**src/shared/rqi_pkg.sv**
```systemverilog
/*
 * Constants and types shared by the receiver quality block and its antenna selector.
 * Assumes a single 250 MHz clock and a synchronous active-high reset.
 */
package rqi_pkg;
	localparam int PWR_W = 8;
	localparam logic [7:0] PWR_OFFSET_DBM = 8'd130;
	localparam logic [7:0] CS_HYST_CODE = 8'h06;
	localparam logic [7:0] DYN_STEP_CODE = 8'h0c;
	localparam logic [7:0] PQ_MAX = 8'hff;
	localparam logic [7:0] PQ_INC = 8'h01;
	localparam logic [7:0] PQ_DEC = 8'h04;
	localparam logic [7:0] LEVEL_RESET = 8'h00;
	localparam int SQ_BITS_PER_BYTE = 8;
	localparam int MEAS_BASE_CYCLES = 24;
	localparam int MEAS_CNT_W = 32;
	localparam int TMO_W = 30;
	localparam real TMO_MIN_US = 1.0;
	localparam real TMO_MAX_S = 3.0;
	localparam int CLK_MHZ = 250;
	localparam int TMO_MIN_CYCLES = (TMO_MIN_US * CLK_MHZ < 1.0) ? 1 : int'(TMO_MIN_US * CLK_MHZ);
	localparam int TMO_MAX_CYCLES = int'(TMO_MAX_S * 1.0e6 * CLK_MHZ);
	typedef enum logic [1:0] {RQI_TMO_INFINITE, RQI_TMO_CS, RQI_TMO_SQ, RQI_TMO_PQ} rqi_tmo_e;
	typedef enum logic [1:0] {RQI_CS_STATIC, RQI_CS_DYN6, RQI_CS_DYN12, RQI_CS_DYN18} rqi_cs_e;
endpackage

```
**src/shared/rqi_ant_if.sv**
```systemverilog
/*
 * Signals between the quality block and its antenna selector.
 * Assumes both ends run on the same clock.
 */
`timescale 1ns/1ps
interface rqi_ant_if;
	logic       enable;
	logic       rx_active;
	logic       carrier;
	logic [7:0] power;
	logic [2:0] interval;
	logic [3:0] filter_exp;
	logic       antenna;
	logic       frozen;
	modport ctrl (output enable, rx_active, carrier, power, interval, filter_exp, input antenna, frozen);
	modport sel  (input enable, rx_active, carrier, power, interval, filter_exp, output antenna, frozen);
endinterface

```
**src/rtl/rqi_top.sv**
```systemverilog
/*
 * Receiver quality indicators: power capture, carrier sense, preamble and sync
 * quality, quality-gated RX timeout and antenna diversity, which picks an antenna only in static carrier sense mode.
 * Assumes the demodulator delivers power samples, bit strobes and sync correlation
 * on this clock; control bits are plain ports.
 */
`timescale 1ns/1ps
module rqi_top (
	input  wire logic        clk_i,
	input  wire logic        reset_i,
	input  wire logic        rx_start_i,
	input  wire logic        packet_end_i,
	input  wire logic        abort_strobe_i,
	input  wire logic        low_duty_reload_mode_i,
	input  wire logic [7:0]  rx_power_i,
	input  wire logic        bit_valid_i,
	input  wire logic        bit_i,
	input  wire logic [5:0]  sync_corr_i,
	input  wire logic        sync_corr_valid_i,
	input  wire logic [7:0]  power_threshold_reg_i,
	input  wire logic [1:0]  cs_mode_i,
	input  wire logic        preamble_check_en_i,
	input  wire logic [3:0]  preamble_thresh_sel_i,
	input  wire logic        sync_check_en_i,
	input  wire logic [1:0]  sync_error_allow_i,
	input  wire logic [2:0]  sync_word_length_i,
	input  wire logic [1:0]  timeout_mode_i,
	input  wire logic [29:0] rx_timeout_cycles_i,
	input  wire logic        ant_switch_en_i,
	input  wire logic [2:0]  ant_meas_interval_i,
	input  wire logic [3:0]  channel_filter_exp_i,
	input  wire logic        pin_function_cfg_i,
	output logic      [7:0]  rx_power_level_reg_o,
	output logic             carrier_sense_o,
	output logic             recovery_start_o,
	output logic      [7:0]  preamble_quality_o,
	output logic      [7:0]  sync_quality_o,
	output logic             preamble_valid_irq_o,
	output logic             sync_valid_irq_o,
	output logic             rx_active_o,
	output logic             rx_timeout_o,
	output logic             rx_abort_o,
	output logic      [7:0]  machine_state_reg_o,
	output logic             ant_pin_o
);
	rqi_ant_if ant_bus ();

	logic       cs, next_cs;
	logic [7:0] ref_pwr, next_ref_pwr;
	logic [7:0] level, next_level;
	logic       rx, next_rx;
	logic [29:0] tmr, next_tmr;
	logic       qual_seen, next_qual_seen;
	logic       tmo_pulse, next_tmo_pulse;
	logic       abort_pulse, next_abort_pulse;
	logic [7:0] pq, next_pq;
	logic [7:0] pq_peak, next_pq_peak;
	logic       prev_bit, next_prev_bit;
	logic       have_bit, next_have_bit;
	logic [7:0] sq_peak, next_sq_peak;
	logic       pq_ok, next_pq_ok;
	logic       sq_ok, next_sq_ok;
	logic       pv_irq, next_pv_irq;
	logic       sv_irq, next_sv_irq;
	logic [7:0] dyn_step;
	logic [7:0] cs_low;
	logic [7:0] pq_th;
	logic [7:0] sq_th;
	logic [7:0] sq_in;
	logic       sel_met;
	logic       sync_evt;

	always_comb begin
		case (rqi_pkg::rqi_cs_e'(cs_mode_i))
			rqi_pkg::RQI_CS_DYN6:  dyn_step = rqi_pkg::DYN_STEP_CODE;
			rqi_pkg::RQI_CS_DYN12: dyn_step = 8'(rqi_pkg::DYN_STEP_CODE << 1);
			rqi_pkg::RQI_CS_DYN18: dyn_step = 8'(rqi_pkg::DYN_STEP_CODE * 3);
			default:               dyn_step = 8'h00;
		endcase
		cs_low = (power_threshold_reg_i > rqi_pkg::CS_HYST_CODE) ?
			8'(power_threshold_reg_i - rqi_pkg::CS_HYST_CODE) : 8'h00;
		pq_th = {2'b00, preamble_thresh_sel_i, 2'b00};
		sq_th = 8'({sync_word_length_i, 3'b000} - {5'b0, sync_error_allow_i, 1'b0});
		sq_in = {2'b00, sync_corr_i};
	end

	// Carrier sense state.
	always_comb begin
		next_cs = cs;
		next_ref_pwr = ref_pwr;
		if (!rx) begin
			next_cs = 1'b0;
			next_ref_pwr = rx_power_i;
		end else if (cs_mode_i == 2'b00) begin
			if (rx_power_i > power_threshold_reg_i)
				next_cs = 1'b1;
			else if (rx_power_i < cs_low)
				next_cs = 1'b0;
		end else begin
			if (!cs && rx_power_i > power_threshold_reg_i && rx_power_i >= 8'(ref_pwr + dyn_step)
				&& ref_pwr <= 8'(rqi_pkg::PQ_MAX - dyn_step)) begin
				next_cs = 1'b1;
				next_ref_pwr = rx_power_i;
			end else if (cs && 9'(rx_power_i) + 9'(dyn_step) <= 9'(ref_pwr)) begin
				next_cs = 1'b0;
				next_ref_pwr = rx_power_i;
			end else if (!cs) begin
				next_ref_pwr = rx_power_i;
			end else if (cs && rx_power_i > ref_pwr) begin
				next_ref_pwr = rx_power_i;
			end
		end
	end

	always_ff @(posedge clk_i) begin
		if (reset_i) begin
			cs <= 1'b0;
			ref_pwr <= rqi_pkg::LEVEL_RESET;
		end else begin
			cs <= next_cs;
			ref_pwr <= next_ref_pwr;
		end
	end

	// Preamble and sync quality.
	always_comb begin
		next_pq = pq;
		next_pq_peak = pq_peak;
		next_prev_bit = prev_bit;
		next_have_bit = have_bit;
		next_sq_peak = sq_peak;
		next_pq_ok = pq_ok;
		next_sq_ok = sq_ok;
		next_pv_irq = 1'b0;
		next_sv_irq = 1'b0;
		if (rx_start_i) begin
			next_pq = 8'h00;
			next_pq_peak = 8'h00;
			next_have_bit = 1'b0;
			next_sq_peak = 8'h00;
			next_pq_ok = 1'b0;
			next_sq_ok = 1'b0;
		end else if (rx) begin
			if (bit_valid_i) begin
				next_prev_bit = bit_i;
				next_have_bit = 1'b1;
				if (have_bit) begin
					if (bit_i != prev_bit)
						next_pq = (pq == rqi_pkg::PQ_MAX) ? pq : 8'(pq + rqi_pkg::PQ_INC);
					else
						next_pq = (pq < rqi_pkg::PQ_DEC) ? 8'h00 : 8'(pq - rqi_pkg::PQ_DEC);
				end
			end
			if (pq > pq_peak)
				next_pq_peak = pq;
			if (sync_corr_valid_i && sq_in > sq_peak)
				next_sq_peak = sq_in;
			if (preamble_check_en_i && !pq_ok && pq_peak > pq_th) begin
				next_pq_ok = 1'b1;
				next_pv_irq = 1'b1;
			end
			if (sync_check_en_i && !sq_ok && sq_peak >= sq_th) begin
				next_sq_ok = 1'b1;
				next_sv_irq = 1'b1;
			end
		end
	end

	always_ff @(posedge clk_i) begin
		if (reset_i) begin
			pq <= 8'h00;
			pq_peak <= 8'h00;
			prev_bit <= 1'b0;
			have_bit <= 1'b0;
			sq_peak <= 8'h00;
			pq_ok <= 1'b0;
			sq_ok <= 1'b0;
			pv_irq <= 1'b0;
			sv_irq <= 1'b0;
		end else begin
			pq <= next_pq;
			pq_peak <= next_pq_peak;
			prev_bit <= next_prev_bit;
			have_bit <= next_have_bit;
			sq_peak <= next_sq_peak;
			pq_ok <= next_pq_ok;
			sq_ok <= next_sq_ok;
			pv_irq <= next_pv_irq;
			sv_irq <= next_sv_irq;
		end
	end

	// Reception window, timeout and level capture.
	always_comb begin
		case (rqi_pkg::rqi_tmo_e'(timeout_mode_i))
			rqi_pkg::RQI_TMO_CS: sel_met = cs;
			rqi_pkg::RQI_TMO_SQ: sel_met = sq_ok;
			rqi_pkg::RQI_TMO_PQ: sel_met = pq_ok;
			default:             sel_met = 1'b1;
		endcase
		sync_evt = sv_irq;
		next_rx = rx;
		next_tmr = tmr;
		next_qual_seen = qual_seen;
		next_tmo_pulse = 1'b0;
		next_abort_pulse = 1'b0;
		next_level = level;
		if (rx_start_i) begin
			next_rx = 1'b1;
			next_tmr = (rx_timeout_cycles_i == '0) ? 30'h1 : rx_timeout_cycles_i;
			next_qual_seen = 1'b0;
		end else if (rx) begin
			if (sel_met)
				next_qual_seen = 1'b1;
			if (abort_strobe_i) begin
				next_rx = 1'b0;
				next_abort_pulse = 1'b1;
				next_level = rx_power_i;
			end else if (packet_end_i) begin
				next_rx = 1'b0;
			end else if (timeout_mode_i != 2'b00 && !qual_seen && !sel_met) begin
				if (tmr == 30'h1) begin
					next_rx = 1'b0;
					next_tmo_pulse = 1'b1;
					next_level = rx_power_i;
				end else begin
					next_tmr = tmr - 30'h1;
				end
			end
			if (sync_evt && !abort_strobe_i)
				next_level = rx_power_i;
		end
	end

	always_ff @(posedge clk_i) begin
		if (reset_i) begin
			rx <= 1'b0;
			tmr <= '0;
			qual_seen <= 1'b0;
			tmo_pulse <= 1'b0;
			abort_pulse <= 1'b0;
			level <= rqi_pkg::LEVEL_RESET;
		end else begin
			rx <= next_rx;
			tmr <= next_tmr;
			qual_seen <= next_qual_seen;
			tmo_pulse <= next_tmo_pulse;
			abort_pulse <= next_abort_pulse;
			level <= next_level;
		end
	end

	assign ant_bus.enable = ant_switch_en_i;
	assign ant_bus.rx_active = rx;
	assign ant_bus.carrier = cs && (cs_mode_i == 2'b00);
	assign ant_bus.power = rx_power_i;
	assign ant_bus.interval = ant_meas_interval_i;
	assign ant_bus.filter_exp = channel_filter_exp_i;

	rqi_ant_sel u_ant (
		.clk_i   (clk_i),
		.reset_i (reset_i),
		.port    (ant_bus.sel)
	);

	assign rx_power_level_reg_o = level;
	assign carrier_sense_o = cs;
	assign recovery_start_o = cs;
	assign preamble_quality_o = pq_peak;
	assign sync_quality_o = sq_peak;
	assign preamble_valid_irq_o = pv_irq;
	assign sync_valid_irq_o = sv_irq;
	assign rx_active_o = rx;
	assign rx_timeout_o = tmo_pulse;
	assign rx_abort_o = abort_pulse;
	assign machine_state_reg_o = {5'b0, low_duty_reload_mode_i, ant_bus.frozen, ant_bus.antenna};
	assign ant_pin_o = pin_function_cfg_i & ant_bus.antenna;
endmodule

```
**src/rtl/rqi_ant_sel.sv**
```systemverilog
/*
 * Antenna diversity selector: toggles antennas while preamble power is measured.
 * Assumes power samples on the same clock and a carrier flag from static sensing.
 */
`timescale 1ns/1ps
module rqi_ant_sel (
	input  wire logic clk_i,
	input  wire logic reset_i,
	rqi_ant_if.sel    port
);
	logic [31:0] cnt, next_cnt;
	logic        ant, next_ant;
	logic        frz, next_frz;
	logic [7:0]  p0, next_p0;
	logic [7:0]  p1, next_p1;
	logic [31:0] span;

	always_comb begin
		span = 32'(rqi_pkg::MEAS_BASE_CYCLES) << (5'(port.filter_exp) + 5'(port.interval));
		next_cnt = cnt;
		next_ant = ant;
		next_frz = frz;
		next_p0 = p0;
		next_p1 = p1;
		if (!port.enable || !port.rx_active) begin
			next_cnt = '0;
			next_frz = 1'b0;
			next_ant = 1'b0;
		end else if (!frz) begin
			if (ant)
				next_p1 = port.power;
			else
				next_p0 = port.power;
			if (port.carrier) begin
				next_frz = 1'b1;
				next_ant = (p1 > p0);
			end else if (cnt + 32'h1 >= span) begin
				next_cnt = '0;
				next_ant = ~ant;
			end else begin
				next_cnt = cnt + 32'h1;
			end
		end
	end

	always_ff @(posedge clk_i) begin
		if (reset_i) begin
			cnt <= '0;
			ant <= 1'b0;
			frz <= 1'b0;
			p0 <= '0;
			p1 <= '0;
		end else begin
			cnt <= next_cnt;
			ant <= next_ant;
			frz <= next_frz;
			p0 <= next_p0;
			p1 <= next_p1;
		end
	end

	assign port.antenna = ant;
	assign port.frozen = frz;
endmodule

```
**config.mk**
```make
export PLATFORM = sky130hd
export DESIGN_NAME = rqi_top
export DESIGN_NICKNAME = d
export VERILOG_FILES = /design/src/shared/rqi_pkg.sv /design/src/shared/rqi_ant_if.sv /design/src/rtl/rqi_top.sv /design/src/rtl/rqi_ant_sel.sv
export SDC_FILE = /design/constraint.sdc
export NUM_CORES = 1
export LEC_CHECK = 0
export BUFFER_PORTS_ARGS = -buffer_cell sky130_fd_sc_hd__clkbuf_2
export CORE_UTILIZATION = 25
export CTS_CLUSTER_DIAMETER = 100
export DETAILED_ROUTE_END_ITERATION = 10
export HOLD_SLACK_MARGIN = 0.1
export REMOVE_ABC_BUFFERS = 1
export SYNTH_ARGS = -nofsm -noshare
export SYNTH_HDL_FRONTEND = slang
export SYNTH_SLANG_ARGS = --single-unit
export TNS_END_PERCENT = 10
```
**constraint.sdc**
```tcl
create_clock -name clk_i -period 4.4 [get_ports clk_i]
set_input_delay 0.22 -clock clk_i [delete_from_list [all_inputs] [get_ports clk_i]]
set_output_delay 0.22 -clock clk_i [all_outputs]
set_load 0.03 [all_outputs]
```
==> results of run 1 <==
[power groups by stage]
stage | combinational, mW | clock, mW | sequential (mW)
after floorplan | 0.429 | 0 | 1.26
after global placement | 0.636 | 0 | 1.26
after detailed placement | 0.651 | 0 | 1.26
after CTS | 0.667 | 1.58 | 1.23
after global routing | 0.751 | 1.62 | 1.24
final | 0.664 | 1.53 | 1.23
[through the flow]
stage | setup slack [ps] | hold WS [ps] | total power, mW | utilization [%] | instance area (µm²)
2_1_floorplan | 150 | 282 | 1.69 | - | 9460
3_3_place_gp | 525 | 440 | 1.89 | 28.4 | 10800
3_5_place_dp | 449 | 440 | 1.91 | 28.4 | 10800
4_1_cts | 514 | 102 | 3.48 | 30.5 | 11600
5_1_grt | 184 | 117 | 3.61 | 30.5 | 11600
6_report | 472 | 122 | 3.43 | 30.5 | 11600
[registers in the layout, indices dropped and copies added (netlist names), 6 cells and up]
register              cells
tmr                      30
sync_quality_o            6
u_ant.p1                  8
ref_pwr                   8
preamble_quality_o        8
pq                        8
rx_power_level_reg_o      8
u_ant.cnt                32
u_ant.p0                  8
[layout make-up]
type | count | share of cell area (%)
inverter | 66 | 2.14
clock inverter | 14 | 1.63
multi-input combinational | 985 | 57.3
clock buffer | 18 | 3.79
sequential | 129 | 22.3
tap | 511 | 5.52
timing repair buffer | 146 | 7.35
[path summary, 6_finish.rpt]
path	startpoint	end	slack [ps]	depth (start not counted)
hold reg to reg	u_ant.p1[0]$_SDFFE_PP0P_	u_ant.p1[0]$_SDFFE_PP0P_	460	2
setup / recovery	u_ant.cnt[2]$_SDFFE_PP0P_	u_ant.cnt[10]$_SDFFE_PP0P_	470	14
setup reg to reg	u_ant.cnt[2]$_SDFFE_PP0P_	u_ant.cnt[10]$_SDFFE_PP0P_	470	14
hold / removal	bit_valid_i	have_bit$_SDFFE_PP0P_	120	3
[metal layers]
| metal | vias to the layer above | wire, µm | track usage [%] |
|---|---|---|---|
| met5 | - | 0 | 0 |
| met4 | 0 | 326 | 3.87 |
| met3 | 24 | 1090 | 2.48 |
| met2 | 220 | 12700 | 23.6 |
| met1 | 4337 | 13300 | 18.9 |
| li1 | 4689 | - | - |
[cell families after synthesis]
kind of cell	count (synthesis)	share of synthesized area, %
adders and majority gates	121	15.6
and+or+nand+nor	509	25.9
AOI/OAI and AO/OA	256	17.7
xor gates and xnor gates	51	4.60
buffers and inverters	122	5.32
muxes	41	4.24
other	1	0.0386
DFF	129	26.6
[what timing repair did]
item,in CTS,in global routing
hold endpoints to repair,17,0
hold buffers,17,0
setup buffers,0,0
[critical path, cell delays in order, from the launching register on]
cell	delay [ps]
dfxtp_1	440
nand3_1	270
nor3_1	280
buf_4	200
nand2_1	140
nor2_1	160
xor2_1	290
ha_1	300
a21oi_1	150
o21ai_0	90
a2111o_1	430
a211oi_2	290
buf_4	210
and3_1	390
a22o_1	220
[placed cells by master (no fill, tap or decap), drive strengths merged, types with 12 or more instances in the layout]
master       Yosys  final
nand2          181    181
clkbuf          34    133
dfxtp          129    129
ha             118    118
nor2            94     94
a21oi           74     74
inv             66     74
o21ai           46     46
nand3           44     44
nand4           42     42
mux2i           40     40
nor3            32     32
xor2            29     29
xnor2           22     22
nor4            22     22
and3            19     19
o211ai          18     18
dlygate4sd3      0     17
a211oi          15     15
nor2b           14     14
a22o            14     14
buf             22     14
nand2b          13     13
a21o            12     12
a22oi           12     12
==> summary.md, run 1 <==
| Metric | Value |
|---|---|
| Flops & latches, synth | `~130` |
| Antenna diodes | `0` |
| CTS root buf | `clkbuf_16` |
| Post-synthesis sequential area ratio | `a little over a quarter` |
| Die area | `~0.040 mm²` |
| Top post-synthesis cells by area | `dfxtp_1 (27%), ha_1 (15%), nand2_1 (7.0%)` |
| Cts repair resizes | `0` |
| Placed insts | `between 1.5k and 2k` |
| Layout Area Growth over Synthesis | `19.3%` |
| Final Max Tran Viols | `0` |
| Drt pass-1 iters | `5` |
| Combinational cell fraction of total power | `~19%` |
| Starting Density | `between 20% and 30%` |
| Fill cells | `a little over 4k` |
| Largest net degree at the start of global routing | `34` |
| Starting DRC count in detailed routing | `548` |
| Initial antenna violation count | `1` |
| Worst path required time | `approximately 4800 ps` |
| Max_cap viols | `0` |
| Nets | `roughly 1.5k` |
| Synth cell types | `slightly below 80` |
| DRC Markers | `0` |
| Clock sink count | `around 130` |
| Drt via density | `around 5.0` |
| Die Ht | `around 200 µm` |
| Vias in the first global route | `slightly below 9k` |
| Syn_area_per_cell | `~7.9 µm²` |
| Dpl hpwl | `between 20 and 25 mm` |
| Setup TNS | `0 ps` |
| Outcome | `complete, no violations` |
| Synth async-reset ratio | `0%` |
| Int Pwr | `~2.4 mW` |
| Endpoint class of the critical path | `flop` |
| Yosys top cell area share | `a little over a quarter` |
| Slew headroom | `a little over two fifths` |
| CP max FO | `11` |
| Via Count | `9270` |
| WL/cell | `between 10 and 15 µm` |
| Largest area contributor in the netlist | `dfxtp_1` |
| Rows | `a little over 70` |
| Synth Flop Type | `dfxtp_1` |
| Worst path arrival time | `about 4300 ps` |
| Switching Fraction | `30.6%` |
| Antenna Nets Post-Route | `0` |
| Mapped Area | `around 0.0097 mm²` |
| Clk slew on worst S/H paths | `about 60 ps` |
| Clock period minus worst slack | `3930 ps` |
| CTS tree | `done` |
| CTS buffer count | `17` |
| P_leak | `4.92 nW` |
| Sw Pwr | `between 1 and 1.5 mW` |
| Most common cell in the synthesized netlist | `nand2_1` |
| Area of the multi-input gates | `~0.0066 mm²` |
| Clock tree buffer depth | `2` |
| Remaining global-route overflow | `0` |
| Final setup fails | `0` |
| Global-route wire length before repair | `~45 mm` |
| RSZ-0062 raised after global routing | `no` |
| GRT Util Overall | `between 10 and 15%` |
| Final setup skew | `between 9 and 10 ps` |
| Mapped Cells | `~1.2k` |
| Hold Crit Class | `input port to flop` |
| Tcrit/Tclk final | `between 80% and 90%` |
| CP startpoint kind | `flop` |
| Sequential cell area | `about 0.0026 mm²` |
| Yosys warning count | `0` |
| Post-synth EDFFs | `0` |
| Reg power frac | `between 30% and 40%` |
| Layout cells sized above 1 | `around 14%` |
| Worst slew pin tran | `roughly 870 ps` |
| Core area | `0.0379 mm²` |
| I/O pins | `125` |
| Port-buffer cells | `115` |
| WL final | `roughly 27 mm` |
| Worst skew pair latency | `around 420 ps` |
| Fmax | `approximately 0.25 GHz` |
| Final Non-Filler Cells | `~1.9k` |
| Clock share of power | `between 40% and 50%` |
| CP Class | `flop to flop` |
| CTS H-tree depth | `4` |
| Pwr Density | `around 300 mW/mm²` |
| Synth cell count leaders | `nand2_1 (181), dfxtp_1 (129), ha_1 (118), nor2_1 (93), a21oi_1 (73)` |
| VDD IR-drop max | `between 0.2 and 0.25 mV` |
| Final hold vios | `0` |
| Chip width | `199 µm` |
| GP Congestion | `~0.83` |
No activity file was read; power rests on OpenSTA's default activity.
==> run 2, diff against run 1 <==
- CORE_UTILIZATION: 25 -> 35
- PLACE_DENSITY: unset -> 0.65
==> summary.md, run 2 (same netlist as run 1, synthesis figures left out) <==
| Metric | Value |
|---|---|
| Drt pass-1 iters | `7 (+2)` |
| CP Class | `flop to flop` |
| Min Hold Slack | `113 ps (-8.67 ps)` |
| Clock tree buffer depth | `2 (unchanged)` |
| CTS tree | `done` |
| I/O pins | `125 (unchanged)` |
| Clock period minus worst slack | `3840 ps (-84.7 ps)` |
| P_leak | `4.96 nW (+0.82%)` |
| Remaining global-route overflow | `0 (unchanged)` |
| WL final | `26.1 mm (-4.6%)` |
| Final setup skew | `11.8 ps (+2.38 ps)` |
| Setup WS post-layout | `557 ps (+84.7 ps)` |
| Placed cell area | `0.0106 mm² (-1.5%)` |
| Sequential cell area | `0.00258 mm² (unchanged)` |
| Initial antenna violation count | `0 (-1)` |
| Post-route cell area | `0.0115 mm² (-0.90%)` |
| Die Ht | `169 µm (-15%)` |
| Dpl hpwl | `19.6 mm (-5.8%)` |
| Nets | `1554 (+0.32%)` |
| Area of the multi-input gates | `0.00663 mm² (unchanged)` |
| Top reg by flops | `u_ant.cnt` |
| Rows | `60 (-15%)` |
| CP most frequent cell | `nand4_1` |
| Worst path required time | `4710 ps (-50 ps)` |
| Fill cells | `2724 (-33%)` |
| Vias in the first global route | `8811 (-0.53%)` |
| WL/cell | `15.1 µm (+2.7%)` |
| Worst-path cell chain | `nand4_1 > nor4_2 > nand3_1 > o21ai_0 > nand2_1 > ha_1 > nand4_1 > nor3_1 > nand4_1 > a21o_1 > and3_1 > a22o_1` |
| Antenna Nets Post-Route | `0 (unchanged)` |
| Top Registers | `u_ant.cnt: 32 flops, tmr: 30 flops` |
| Pwr Density | `302 mW/mm² (+2.1%)` |
| Final hold vios | `0 (unchanged)` |
| Tcrit/Tclk final | `87.4% (-1.9 points)` |
| Final Non-Filler Cells | `1735 (-7.2%)` |
| Fmax | `0.260 GHz (+2.2%)` |
| Antenna diodes | `0 (unchanged)` |
| Most common cell after layout, fill and taps aside | `nand2_1` |
| Worst skew pair latency | `430 ps (about the same)` |
| Worst slew pin tran | `875 ps (+9.72 ps)` |
| Clock sink count | `129 (unchanged)` |
| Crit path largest cell delay | `500 ps (+60 ps)` |
| Max_cap viols | `0 (unchanged)` |
| DRC Markers | `0 (unchanged)` |
| Final Util | `42.4% (+12 points)` |
| Hold Crit Class | `input port to flop` |
| CP bufs+invs | `0 (-2)` |
| CP max FO | `11 (unchanged)` |
| Die area | `0.0284 mm² (-28%)` |
| CTS buffer count | `17 (unchanged)` |
| Power, Total | `3.47 mW (+1.2%)` |
| DP Worst Slack | `526 ps (+77.9 ps)` |
| Port-buffer cells | `115 (unchanged)` |
| Outcome | `complete, no violations` |
| Slew headroom | `41.5% (-0.86 points)` |
| Setup TNS | `0 ps (unchanged)` |
| Most frequent cells in the layout | `nand2_1 (181), dfxtp_1 (129), ha_1 (118)` |
| Global-route wire length before repair | `43.5 mm (-3.6%)` |
| Placed insts | `1683 (-7.5%)` |
| Largest register FFs | `32 (unchanged)` |
| Family with the most delay on the worst path | `simple AND/OR/NAND/NOR gates` |
| Clk slew on worst S/H paths | `60 ps (about the same)` |
| Layout Area Growth over Synthesis | `18.3%` |
| Chip width | `169 µm (-15%)` |
| CTS root buf | `clkbuf_16` |
| Via Count | `9183 (-0.94%)` |
| CP startpoint kind | `flop` |
| GRT Util Overall | `18.9% (+4.6 points)` |
| RSZ-0062 raised after global routing | `no` |
| Layout cells sized above 1 | `13.8% (+0.096 points)` |
| Final setup fails | `0 (unchanged)` |
| VDD IR-drop max | `0.180 mV (-15%)` |
| Starting Density | `35.8% (+10 points)` |
| Post-CTS Setup Inserts | `0 (unchanged)` |
| GP Congestion | `0.928 (+12%)` |
| Starting DRC count in detailed routing | `797 (+45%)` |
| Endpoint class of the critical path | `flop` |
| Drt via density | `5.29 (+6.7%)` |
| Largest net degree at the start of global routing | `34 (unchanged)` |
| Core area | `0.0271 mm² (-29%)` |
| CTS H-tree depth | `4 (unchanged)` |
| Worst path arrival time | `4150 ps (-140 ps)` |
| Final Max Tran Viols | `0 (unchanged)` |
| Crit-path slowest cell | `nor4_2` |
==> run 2: changes by cell type in the layout (fill, tap and decap cells not counted) <==
cell           delta
clkbuf_8          +3
dlygate4sd3_1     +3
inv_6             -3
buf_4             +2
clkinv_2          +2
inv_8             -2
bufinv_16         +1
clkinvlp_4        -1
==> run 2: final timing paths <==
kind / from / end / slack [ps] / cells past startpoint
setup / recovery: u_ant.cnt[10]$_SDFFE_PP0P_ / u_ant.cnt[27]$_SDFFE_PP0P_ / 560 / 12
hold reg to reg: u_ant.p1[2]$_SDFFE_PP0P_ / u_ant.p1[2]$_SDFFE_PP0P_ / 460 / 2
setup reg to reg: u_ant.cnt[10]$_SDFFE_PP0P_ / u_ant.cnt[27]$_SDFFE_PP0P_ / 560 / 12
hold / removal: rx_timeout_cycles_i[8] / tmr[8]$_SDFFE_PP0P_ / 110 / 3
==> run 2: timing repair <==
| action | in CTS | in global routing |
|---|---|---|
| resized for setup | 0 | 0 |
| hold buffers | 20 | 0 |
| hold endpoints to repair | 20 | 0 |
==> run 2: cell type report <==
class / instances / share of cell area [%]
clock buffer: 21 / 4.19
clock inverter: 11 / 1.50
inverter: 66 / 2.16
multi-input combinational: 985 / 57.8
sequential: 129 / 22.5
tap: 372 / 4.05
timing repair buffer: 151 / 7.80
==> run 2: worst reg2reg max path: cells and delay by family, from the launching register on <==
family	cells	cell delay [ps]
flops	1	430
simple gates	8	2110
compound gates	3	870
fa+ha+maj	1	330
==> run 2: where the power goes <==
part / switching [mW] / internal (mW)
clock network: 0.563 / 1.01
registers: 0.0389 / 1.20
logic: 0.401 / 0.256
total: 1.00 / 2.47
==> run 2: metal layers <==
metal  part of all wire [%]  vias to the layer above  GRT usage, %
met5                      0                        -             0
met4                    1.2                        0          5.02
met3                    3.6                       25          3.04
met2                     47                      197          31.9
met1                     48                     4276          24.9
li1                       -                     4685             -
